--- src/hdl/gpt_pkg.sv ---
// Constants for the general purpose timer block: register offsets,
// field positions, reset values, mode codes and timing counts.
// Assumes an APB slave with 32-bit data and 10 MHz pclk.
//
// Operation
// - Channels stopped after reset until start set
// - A timer read gives count, ones during reload
// - A event read ones on underflow, zeros overflow
// - One-shot stop reloads, output low, flag later
// - One-shot output within one count period
// - Entering one-shot mode from reset, timer or event sets request flag
// - Retrigger reloads at once, keeps counting
// - Entering PWM mode from reset, timer or event sets request flag
// - PWM stop drops high output, sets flag
// - B counter read live, ones during reload
package gpt_pkg;
    // ------------------------------------------------------------
    // Register map (byte addresses)
    // ------------------------------------------------------------
    localparam logic [7:0] OFS_START = 8'h00;    // Start flags, bit 0 A, bit 1 B
    localparam logic [7:0] OFS_A_MODE = 8'h04;   // A channel mode
    localparam logic [7:0] OFS_A_CNT = 8'h08;    // A counter / reload
    localparam logic [7:0] OFS_B_MODE = 8'h0C;   // B channel mode
    localparam logic [7:0] OFS_B_CNT = 8'h10;    // B counter / reload
    localparam logic [7:0] OFS_UPDN = 8'h14;     // A up/down select
    localparam logic [7:0] OFS_IRQ = 8'h18;      // Request flags, write 1 to clear
    localparam logic [7:0] OFS_TRIG = 8'h1C;     // Software trigger, write 1
    // ------------------------------------------------------------
    // Field positions
    // ------------------------------------------------------------
    localparam int BIT_A = 0;
    localparam int BIT_B = 1;
    localparam int BIT_EXT_TRIG = 2;             // A mode: external trigger
    // ------------------------------------------------------------
    // Mode codes and reset values
    // ------------------------------------------------------------
    localparam logic [1:0] MODE_TIMER = 2'h0;
    localparam logic [1:0] MODE_EVENT = 2'h1;
    localparam logic [1:0] MODE_ONESHOT = 2'h2;
    localparam logic [1:0] MODE_PWM = 2'h3;
    localparam logic [15:0] CNT_ONES = 16'hFFFF;
    localparam logic [15:0] CNT_ZERO = 16'h0000;
    localparam logic [15:0] CNT_RESET = 16'h0000;
    localparam logic [31:0] RD_ZERO = 32'h0000_0000;
    // ------------------------------------------------------------
    // Timing
    // ------------------------------------------------------------
    localparam int CLK_NS = 100;
    localparam int GUARD_NS = 300;                // Late retrigger window
    localparam int GUARD_CYC = (GUARD_NS + CLK_NS - 1) / CLK_NS;
endpackage

--- src/hdl/gpt_top.sv ---
// General purpose timer: one A channel, one B channel, APB registers.
// Assumes pclk is the count source and trigger input is synchronous.
`timescale 1ns/1ps
module gpt_top (
    // APB
    input wire logic pclk,
    input wire logic presetn,
    input wire logic psel,
    input wire logic penable,
    input wire logic pwrite,
    input wire logic [7:0] paddr,
    input wire logic [31:0] pwdata,
    output logic [31:0] prdata,
    output logic pready,
    output logic pslverr,
    // Pins
    input wire logic a_trigger_input,
    output logic a_pulse_output,
    // Request flags
    output logic [1:0] interrupt_request_flag
);
    // ------------------------------------------------------------
    // Bus decode
    // ------------------------------------------------------------
    wire acc = psel & penable;
    wire wr = acc & pwrite;
    wire hit_start = paddr == gpt_pkg::OFS_START;
    wire hit_amode = paddr == gpt_pkg::OFS_A_MODE;
    wire hit_acnt = paddr == gpt_pkg::OFS_A_CNT;
    wire hit_bmode = paddr == gpt_pkg::OFS_B_MODE;
    wire hit_bcnt = paddr == gpt_pkg::OFS_B_CNT;
    wire hit_updn = paddr == gpt_pkg::OFS_UPDN;
    wire hit_irq = paddr == gpt_pkg::OFS_IRQ;
    wire hit_trig = paddr == gpt_pkg::OFS_TRIG;
    wire mapped = hit_start | hit_amode | hit_acnt | hit_bmode | hit_bcnt | hit_updn
        | hit_irq | hit_trig;
    assign pready = 1'b1;
    assign pslverr = acc & ~mapped;

    // ------------------------------------------------------------
    // Control registers
    // ------------------------------------------------------------
    logic [1:0] count_start_flags_reg; // Start flags, A and B
    logic [2:0] a_channel_mode_reg; // Mode and trigger select
    logic [1:0] b_channel_mode_reg; // Timer or event only
    logic up_down_select_reg; // A count direction
    logic a_mode_seen; // A mode written since reset
    logic a_written_stopped; // A counter written while stopped
    wire [1:0] a_mode = a_channel_mode_reg[1:0];
    wire a_pulse_mode = a_mode == gpt_pkg::MODE_ONESHOT || a_mode == gpt_pkg::MODE_PWM;
    wire [1:0] new_mode = pwdata[1:0];
    wire new_pulse = new_mode == gpt_pkg::MODE_ONESHOT || new_mode == gpt_pkg::MODE_PWM;
    // Entering a pulse mode from reset, timer or event raises the flag
    wire mode_enter = wr & hit_amode & new_pulse & (~a_mode_seen | ~a_pulse_mode);
    wire a_start_wr = wr & hit_start;
    wire a_stop = a_start_wr & ~pwdata[gpt_pkg::BIT_A] & count_start_flags_reg[gpt_pkg::BIT_A];
    wire b_run = count_start_flags_reg[gpt_pkg::BIT_B];

    // Start flags and mode registers; all idle after reset
    always_ff @(posedge pclk or negedge presetn) begin
        if (!presetn) begin
            count_start_flags_reg <= 2'h0;
            a_channel_mode_reg <= 3'h0;
            b_channel_mode_reg <= 2'h0;
            up_down_select_reg <= 1'b0;
            a_mode_seen <= 1'b0;
        end else begin
            if (a_start_wr) begin
                count_start_flags_reg <= pwdata[1:0];
            end
            if (wr && hit_amode) begin
                a_channel_mode_reg <= pwdata[2:0];
                a_mode_seen <= 1'b1;
            end
            if (wr && hit_bmode) begin
                b_channel_mode_reg <= pwdata[1:0];
            end
            if (wr && hit_updn) begin
                up_down_select_reg <= pwdata[0];
            end
        end
    end

    // ------------------------------------------------------------
    // A channel: trigger, run state and pulse
    // ------------------------------------------------------------
    logic ext_rise; // External trigger edge
    logic a_active; // One-shot or PWM window in progress
    logic a_pulse; // Drives the output pin
    logic stop_flag_dly; // Flag one cycle after one-shot stop
    logic [15:0] a_count;
    logic [15:0] a_reload;
    logic a_wrap;
    logic a_wrap_up;
    wire a_start = count_start_flags_reg[gpt_pkg::BIT_A];
    wire sw_trig = wr & hit_trig & pwdata[gpt_pkg::BIT_A];
    wire use_ext = a_channel_mode_reg[gpt_pkg::BIT_EXT_TRIG];
    wire trig = a_start & (use_ext ? ext_rise : sw_trig);
    wire is_os = a_mode == gpt_pkg::MODE_ONESHOT;
    wire is_pwm = a_mode == gpt_pkg::MODE_PWM;
    wire retrig = is_os & a_active & trig;
    // One-shot and PWM run only inside their window; timer and event run on start
    wire a_run = a_start & (a_pulse_mode ? a_active : 1'b1);
    wire a_up = (a_mode == gpt_pkg::MODE_EVENT) & up_down_select_reg;
    wire a_reload_now = retrig | (a_stop & is_os);
    wire a_end = a_active & a_wrap;

    gpt_edge u_edge (
        .pclk(pclk),
        .presetn(presetn),
        .level(a_trigger_input),
        .rise(ext_rise)
    );

    gpt_chan u_a (
        .pclk(pclk),
        .presetn(presetn),
        .run(a_run),
        .up(a_up),
        .wr(wr & hit_acnt),
        .wdata(pwdata[15:0]),
        .reload_now(a_reload_now),
        .count(a_count),
        .reload(a_reload),
        .wrap(a_wrap),
        .wrap_up(a_wrap_up)
    );

    // One-shot and PWM window with pulse output
    always_ff @(posedge pclk or negedge presetn) begin
        if (!presetn) begin
            a_active <= 1'b0;
            a_pulse <= 1'b0;
            stop_flag_dly <= 1'b0;
        end else begin
            stop_flag_dly <= a_stop & is_os & a_active;
            if (a_stop || !a_start) begin
                a_active <= 1'b0;
                a_pulse <= 1'b0;
            end else if (trig && a_pulse_mode) begin
                a_active <= 1'b1;
                a_pulse <= 1'b1;
            end else if (is_os && a_end) begin
                a_active <= 1'b0;
                a_pulse <= 1'b0;
            end else if (is_pwm && a_end) begin
                a_pulse <= ~a_pulse;
            end
        end
    end
    assign a_pulse_output = a_pulse;

    // Written-while-stopped marker, dropped once counting begins
    always_ff @(posedge pclk or negedge presetn) begin
        if (!presetn) begin
            a_written_stopped <= 1'b0;
        end else if (wr && hit_acnt && !a_run) begin
            a_written_stopped <= 1'b1;
        end else if (a_run) begin
            a_written_stopped <= 1'b0;
        end
    end

    // ------------------------------------------------------------
    // B channel
    // ------------------------------------------------------------
    logic [15:0] b_count;
    logic b_wrap;
    gpt_chan u_b (
        .pclk(pclk),
        .presetn(presetn),
        .run(b_run),
        .up(1'b0),
        .wr(wr & hit_bcnt),
        .wdata(pwdata[15:0]),
        .reload_now(1'b0),
        .count(b_count),
        .reload(),
        .wrap(b_wrap),
        .wrap_up()
    );

    // ------------------------------------------------------------
    // Request flags: set wins over write-one clear
    // ------------------------------------------------------------
    logic [1:0] next_irq;
    wire pwm_stop_high = a_stop & is_pwm & a_pulse;
    wire a_set = mode_enter | stop_flag_dly | pwm_stop_high | a_wrap;
    wire [1:0] irq_set = {b_wrap, a_set};
    wire [1:0] irq_clr = (wr & hit_irq) ? pwdata[1:0] : 2'h0;
    assign next_irq = (interrupt_request_flag & ~irq_clr) | irq_set;

    // Flag storage
    always_ff @(posedge pclk or negedge presetn) begin
        if (!presetn) begin
            interrupt_request_flag <= 2'h0;
        end else begin
            interrupt_request_flag <= next_irq;
        end
    end

    // ------------------------------------------------------------
    // Read data
    // ------------------------------------------------------------
    // Reload cycle answers all ones, or zeros after an up overflow
    wire a_ev = a_mode == gpt_pkg::MODE_EVENT;
    wire [15:0] a_rd_live = a_written_stopped ? a_reload : a_count;
    wire [15:0] a_rd = a_wrap ? ((a_ev && a_wrap_up) ? gpt_pkg::CNT_ZERO : gpt_pkg::CNT_ONES)
        : a_rd_live;
    wire [15:0] b_rd = b_wrap ? gpt_pkg::CNT_ONES : b_count;
    logic [31:0] rd_mux;
    always_comb begin
        rd_mux = gpt_pkg::RD_ZERO;
        if (hit_start) rd_mux = {30'h0, count_start_flags_reg};
        if (hit_amode) rd_mux = {29'h0, a_channel_mode_reg};
        if (hit_acnt) rd_mux = {16'h0, a_rd};
        if (hit_bmode) rd_mux = {30'h0, b_channel_mode_reg};
        if (hit_bcnt) rd_mux = {16'h0, b_rd};
        if (hit_updn) rd_mux = {31'h0, up_down_select_reg};
        if (hit_irq) rd_mux = {30'h0, interrupt_request_flag};
    end

    // Registered read data, loaded during the setup cycle
    always_ff @(posedge pclk or negedge presetn) begin
        if (!presetn) begin
            prdata <= gpt_pkg::RD_ZERO;
        end else if (psel && !penable && !pwrite) begin
            prdata <= rd_mux;
        end
    end

    // ------------------------------------------------------------
    // Checks
    // ------------------------------------------------------------
    stop_pulse_low_a: assert property (@(posedge pclk) disable iff (!presetn)
        a_stop |=> !a_pulse_output) else $error("pulse not low after stop");
    oneshot_flag_a: assert property (@(posedge pclk) disable iff (!presetn)
        a_stop && is_os && a_active |=> ##1 interrupt_request_flag[0])
        else $error("one-shot stop flag missing");
    trig_pulse_a: assert property (@(posedge pclk) disable iff (!presetn)
        trig && a_pulse_mode && !a_stop |=> a_pulse_output)
        else $error("trigger pulse late");
    enter_flag_a: assert property (@(posedge pclk) disable iff (!presetn)
        mode_enter |=> interrupt_request_flag[0]) else $error("mode entry flag");
    reset_idle_a: assert property (@(posedge pclk) disable iff (!presetn)
        $rose(presetn) |-> count_start_flags_reg == 2'h0) else $error("not stopped");
    b_reload_a: assert property (@(posedge pclk) disable iff (!presetn)
        b_wrap |-> b_rd == gpt_pkg::CNT_ONES) else $error("b reload read");
    a_wrap_load_a: assert property (@(posedge pclk) disable iff (!presetn)
        a_wrap && !$past(wr && hit_acnt) |-> a_count == a_reload)
        else $error("reload missed");
    retrig_load_a: assert property (@(posedge pclk) disable iff (!presetn)
        retrig && !(wr && hit_acnt) |=> a_count == $past(a_reload) && a_active)
        else $error("retrigger reload");
    cov_oneshot: cover property (@(posedge pclk) trig && is_os ##[1:20] a_end);
    cov_pwm_stop: cover property (@(posedge pclk) pwm_stop_high);
    cov_b_wrap: cover property (@(posedge pclk) b_wrap);
endmodule // gpt_top

--- src/hdl/gpt_edge.sv ---
// Rising edge detector for a synchronous input.
// Assumes the input is already in the pclk domain.
`timescale 1ns/1ps
module gpt_edge (
    // Clock and reset
    input wire logic pclk,
    input wire logic presetn,
    // Level in, pulse out
    input wire logic level,
    output logic rise
);
    logic last; // Previous sample

    // Sample history
    always_ff @(posedge pclk or negedge presetn) begin
        if (!presetn) begin
            last <= 1'b0;
        end else begin
            last <= level;
        end
    end

    assign rise = level & ~last;
endmodule // gpt_edge

--- src/hdl/gpt_chan.sv ---
// One 16-bit down/up counter with a reload register.
// Assumes count enable and loads come from the timer top.
`timescale 1ns/1ps
module gpt_chan (
    // Clock and reset
    input wire logic pclk,
    input wire logic presetn,
    // Control
    input wire logic run,
    input wire logic up,
    input wire logic wr,
    input wire logic [15:0] wdata,
    input wire logic reload_now,
    // State
    output logic [15:0] count,
    output logic [15:0] reload,
    output logic wrap,
    output logic wrap_up
);
    wire at_end = up ? (count == gpt_pkg::CNT_ONES) : (count == gpt_pkg::CNT_ZERO);
    wire next_wrap = run & at_end & ~reload_now;

    // Reload register and counter
    always_ff @(posedge pclk or negedge presetn) begin
        if (!presetn) begin
            count <= gpt_pkg::CNT_RESET;
            reload <= gpt_pkg::CNT_RESET;
            wrap <= 1'b0;
            wrap_up <= 1'b0;
        end else begin
            wrap <= next_wrap;
            if (next_wrap) begin
                wrap_up <= up;
            end
            if (wr) begin
                reload <= wdata;
                if (!run) begin
                    count <= wdata;
                end
            end else if (reload_now || next_wrap) begin
                count <= reload;
            end else if (run) begin
                count <= up ? count + 16'h0001 : count - 16'h0001;
            end
        end
    end
endmodule // gpt_chan

--- config.mk ---
export PLATFORM = sky130hd
export DESIGN_NAME = gpt_top
export DESIGN_NICKNAME = d
export VERILOG_FILES = /design/src/hdl/gpt_pkg.sv /design/src/hdl/gpt_top.sv /design/src/hdl/gpt_edge.sv /design/src/hdl/gpt_chan.sv
export SDC_FILE = /design/constraint.sdc
export NUM_CORES = 1
export LEC_CHECK = 0
export BUFFER_PORTS_ARGS = -buffer_cell sky130_fd_sc_hd__buf_2
export CAP_MARGIN = 20
export CORE_MARGIN = 2
export CORE_UTILIZATION = 59
export CTS_CLUSTER_SIZE = 12
export DETAILED_ROUTE_END_ITERATION = 10
export GPL_TIMING_DRIVEN = 0
export PLACE_DENSITY = 0.81
export SYNTH_ARGS = -nofsm -noshare
export SYNTH_HDL_FRONTEND = slang
export SYNTH_SLANG_ARGS = --single-unit
--- constraint.sdc ---
create_clock -name pclk -period 3.11 [get_ports pclk]
set_input_delay 0.311 -clock pclk [delete_from_list [all_inputs] [get_ports pclk]]
set_output_delay 0.311 -clock pclk [all_outputs]
set_load 0.02 [all_outputs]
; ---- Word level (Yosys, flattened, before mapping)
; Cells that the tools add are included.
[word_totals]
wordCells = 149
out_inout_bits = 37
input_bits = 46
reg_bits = 115
[classes]
reduce_logical = 29
n_eq_ne = 15
n_addsub = 3
muxes = 33
bitwise_logic = 50
[op_table]
columns = cell, count
row1 = two-way mux 16 bit, 13
row2 = two-way mux 32 bit, 6
row3 = "== test 8 x 5 -> 1 bit, second input constant", 4
row4 = logical NOT 16 bit, 2
row5 = "subtractor 16 x 1 -> 16 bit, second input constant", 2
row6 = AND 1 bit, 28
row7 = "adder 16 x 1 -> 16 bit, second input constant", 1
row8 = "== test 16 bit, second input constant", 1
row9 = "== test 8 x 4 -> 1 bit, second input constant", 2
row10 = two-way mux 1 bit, 12
row11 = bitwise OR 1 bit, 12
row12 = logical AND 1 bit, 11
row13 = nonzero test 3 bit, 3
row14 = "== test 2 bit, second input constant", 4
row15 = "== test 8 x 3 -> 1 bit, second input constant", 1
row16 = logical NOT 8 bit, 1
row17 = NOT 1 bit, 7
row18 = logical NOT 1 bit, 4
row19 = logical OR 1 bit, 4
row20 = two-way mux 2 bit, 2
row21 = "!= test 2 bit, second input constant", 2
row22 = AND reduction 2 bit, 2
row23 = nonzero test 4 bit, 1
row24 = AND 2 bit, 1
row25 = 4 further kinds, 4

; ---- Depth between registers and ports, before layout
[logic_depth]
depth_word = 13
ltp_mapped = 11
mapped_depth_nobuf = 10

; ---- Cells and area by module
; A second synthesis with hierarchy kept.
[hier_totals]
hier_cells = 795
area_unflattened_um2 = 7053.0
[modules_own_cells]
columns = mod, area_each_um2, instances, cells_each, seq_area_each_um2
row1 = gpt_chan (u_b), 2431.1, 1, 272, 850.8
row2 = gpt_chan (u_a), 2352.3, 1, 261, 850.8
row3 = gpt_top, 2230.9, 1, 260, 775.7
row4 = gpt_edge, 38.8, 1, 2, 25.0

; ---- Worst setup path after synthesis
; OpenSTA, ideal clock, no wires.
[synth_timing]
path_type = flip-flop to flip-flop
start = register a_channel_mode_reg[1]
end = register u_a.count[14]
path_stages_with_launch = 12
setup_slack_ps = 236
setup_ps = 122
path_buffers = 1
arrival_ps = 2753
required_time_ps = 2988
path_cell_list = dfrtp_1 and3b_1 buf_2 inv_1 ha_1 a21o_1 or3_1 o221ai_1 a21oi_1 mux2i_1 nand4_1 a32o_1
[synth_via]
word_cells_on_any_way = 23
[synth_lines]
columns = item, line_no
row1 = "start, declared", gpt_top.sv:44  ; logic [2:0] a_channel_mode_reg;
row2 = "start signal, assigned", gpt_top.sv:72  ; a_channel_mode_reg <= pwdata[2:0];
row3 = == test 2 x 1 -> 1 bit (*), gpt_top.sv:104  ; wire a_up = (a_mode == gpt_pkg::MODE_EVENT) & up_down_select_reg;
row4 = AND 1 bit (*), gpt_top.sv:104
row5 = named net a_up, gpt_top.sv:104
row6 = two-way mux 1 bit, gpt_chan.sv:20  ; wire at_end = up ? (count == gpt_pkg::CNT_ONES) : (count == gpt_pkg::CNT_ZERO);
row7 = AND 1 bit (2 in a row), gpt_chan.sv:21  ; wire next_wrap = run & at_end & ~reload_now;
row8 = logical OR 1 bit, gpt_chan.sv:40  ; end else if (reload_now || next_wrap) begin
row9 = nonzero test 3 bit (no source line) / two-way mux 16 bit (equally long branches), -
row10 = AND reduction 2 bit (no source line) / two-way mux 16 bit (equally long branches), -
row11 = "end signal, assigned", gpt_chan.sv:26  ; count <= gpt_pkg::CNT_RESET;
row12 = "end signal, assigned", gpt_chan.sv:41  ; count <= reload;
row13 = "end signal, assigned", gpt_chan.sv:43  ; count <= up ? count + 16'h0001 : count - 16'h0001;
row14 = "end, declared", gpt_chan.sv:15  ; output logic [15:0] count,
; Mark *: on every way through the listed nets, which the timed path passes. The rest lies on a longest branch. The select of a mux whose other input is x is not followed.
; A chain may end at the register's enable or synchronous reset.

; ---- Worst setup path in the final report
[layout_timing]
start = register a_channel_mode_reg[1]
end = register u_a.count[10]
; The elaborated chain is that of the path after synthesis.

==> reports/qor.yml <==
status: "finished clean"
cts_buffer_depth: 2
dp_cells: 982
routed-via-count: 6487
p_per_area_mw_per_mm2: 568
setup_viol: 0
path_buf_inv: 2
dieWidth_um: 108
required_ns: 3.40
hold_class: "primary input to register"
worst-setup-path-type: "register to register"
tns_ns: 0
drt_iter0_drc: 753
syn_inst: 777
dpl.hpwl_mm: 14.3
start_kind: "register"
timing.critical_path.max_delay_family: "compound AO/OA/AOI/OAI gates"
rsz0062_at_grt: "no"
core-area_mm2: 0.0107
whs_ns: 0.0546
finalCriticalPeriod_ns: 3.01
cts_sinks: 99
cts_tree: "yes"
drc: 0
dieArea_mm2: 0.0117
grt_max_degree: 59
timing.fmax_mhz: 332
cts_max_level: 3
maxCapViolations: 0
worstPathCellList: "and3b_1 -> buf_6 -> clkinvlp_4 -> ha_4 -> a21o_1 -> or3_4 -> o221ai_4 -> a21oi_1 -> xnor2_1 -> o211a_1 -> o31ai_2"
final_cells: 1009
synth-async-reset-ratio_pct: 100
antenna_found_initial: 0
nets: 929
portBuffers: 49
power_mw: 4.17
cts_buffers: 9
grt_pass1_vias: 6114
drtPass1Iterations: 6
synth.top_cell.area_share_pct: 38.6
leakage_nw: 3.52
fin_util_pct: 68.3
fin_skew_ns: 0.00585
crit_path_top_delay_cell: "dfrtp_2"
synth_edf_count: 0
cts_root_buf: "clkbuf_8"
ys_warn_count: 0
grt_use_total_pct: 34.6
hold_viol: 0
syn_area_mm2: 0.00642
area_growth_syn_to_layout_pct: 14.4
overflow: 0
tightest_slew_ns: 0.785
n_antenna_cell: 0
worstPathMaxFanout: 8
start_util_pct: 59.7
clk_pin_slew_ns: 0.10
routed_wl_mm: 19.6
synth_area_leaders: "dfrtp_1 39%, nand2_1 10%, o21ai_0 3.9%, ha_1 3.3%, a21oi_1 3.3%"
gp_congestion: 0.965
grt_pass1_wl_mm: 31.4
final-seq-area_mm2: 0.00248
n_fill_cell: 918
layout-drive-gt1-share_pct: 16.9
arrival_ns: 3.30
clock_latency_ns: 0.38
yosysSeqAreaShare_pct: 38.6
synth-seq-cells: 99
rows: 38
multi_input_area_mm2: 0.00377
slew-limit-headroom_pct: 47.5
cp-end-kind: "register"
vias_per_cell: 6.43
fin_crit_sh_pct: 96.9
slowest_delay_ns: 0.48
ir_drop_mv: 0.354
maxSlewViolCount: 0
die_h_um: 108
syn_avg_cell_area_um2: 8.26
ys_dominant_reg_cell: "dfrtp_1"
ys_types: 74
ant_nets: 0
netlist.top_cell.by_area: "dfrtp_1"
ioPinCount: 83
wl_per_cell_um: 19.4
per-stage QoR:
| step | instance area (µm²) | setup WS, ns |
|---|---|---|
| after global routing | 7340 | 0.00757 |
| final | 7340 | 0.0969 |
| after CTS | 7170 | -0.00532 |
| after detailed placement | 6920 | -0.320 |
| after global placement | 6890 | -0.171 |
| after floorplan | 6470 | 0.236 |
layout make-up:
class	count	share of cell area [%]
Timing Repair Buffer	62	5.01
Inverter	10	0.562
Clock buffer	12	2.11
Sequential cell	99	33.8
Multi-Input combinational cell	626	51.3
Timing Repair inverter	1	0.102
Buffer	56	4.09
Clock inverter	3	0.631
Tap cell	140	2.39
cells in the final DEF (no fill, tap or decap), types with 11 or more instances in the layout:
master	Yosys	routed
nand2_1	175	175
dfrtp_1	99	98
buf_2	10	57
nor2_1	55	54
o21ai_0	50	48
a21oi_1	42	39
clkbuf_1	29	29
buf_4	17	29
nand3_1	21	21
nor2b_1	19	18
conb_1	2	17
nor3_1	16	16
a211oi_1	18	16
nor4_1	15	15
nand4_1	14	14
o2111ai_1	13	13
ha_1	17	12
clkbuf_8	0	11
timing repair:
action                                  4_1_cts  5_1_grt
hold buffers                                  1        0
cloned                                        1        0
setup buffers                                 2        9
endpoints found under the setup margin        7        7
pin swaps                                     1        6
hold endpoints to repair                     41        0
gates resized for setup                       5       21
routing by layer:
metal | vias to the layer above | GRT usage (%) | wire (µm) | share of wire [%]
met3 | 73 | 5.91 | 1630 | 8.3
met4 | 0 | 15.6 | 769 | 3.9
met1 | 3110 | 47.6 | 8100 | 41
met5 | - | 0 | 0 | 0
li1 | 2959 | - | - | -
met2 | 345 | 53.6 | 9050 | 46
cells by family after synthesis:
kind of cell               synth area share (%)
and+or+nand+nor                            27.0
AOI/OAI and AO/OA                          20.5
DFF                                        38.6
buffers and inverters                      5.23
adders and majority gates                  3.63
muxes                                      3.02
xor gates and xnor gates                   1.91
other                                     0.117
synth_stat cells, types with 5 or more instances:
library cell and n:
nand2_1 175, dfrtp_1 99, nor2_1 55, o21ai_0 50
a21oi_1 42, clkbuf_1 29, nand3_1 21, nor2b_1 19
a211oi_1 18, buf_4 17, ha_1 17, nor3_1 16
nor4_1 15, nand4_1 14, o2111ai_1 13, buf_2 10
inv_1 10, mux2_2 9, xnor2_1 9, o21ai_1 8
o22ai_1 8, mux2i_1 7, o31ai_1 7, a31oi_1 6
and3_1 6, or3_1 6, nand2b_1 5, o21a_1 5
xor2_1 5
power by group:
group | switching (mW) | internal [mW]
Combinational | 0.956 | 0.741
Clock | 0.463 | 0.415
Sequential | 0.197 | 1.40
Total | 1.62 | 2.55
path summary, 6_finish.rpt:
path / start / endpoint / slack (ns) / cells after the start
max: a_channel_mode_reg[1]$_DFFE_PN0P_ / u_a.count[10]$_DFFE_PN0P_ / 0.1 / 11
min: a_trigger_input / u_edge.last$_DFF_PN0_ / 0.05 / 1
max reg2reg: a_channel_mode_reg[1]$_DFFE_PN0P_ / u_a.count[10]$_DFFE_PN0P_ / 0.1 / 11
min reg2reg: prdata[14]$_DFFE_PN0P_ / prdata[14]$_DFFE_PN0P_ / 0.47 / 2
max in group asynchronous: presetn / u_b.count[14]$_DFFE_PN0P_ / 1.95 / 3
min in group asynchronous: presetn / interrupt_request_flag[0]$_DFF_PN0_ / 0.46 / 2
Power figures use the tool's default switching activity.
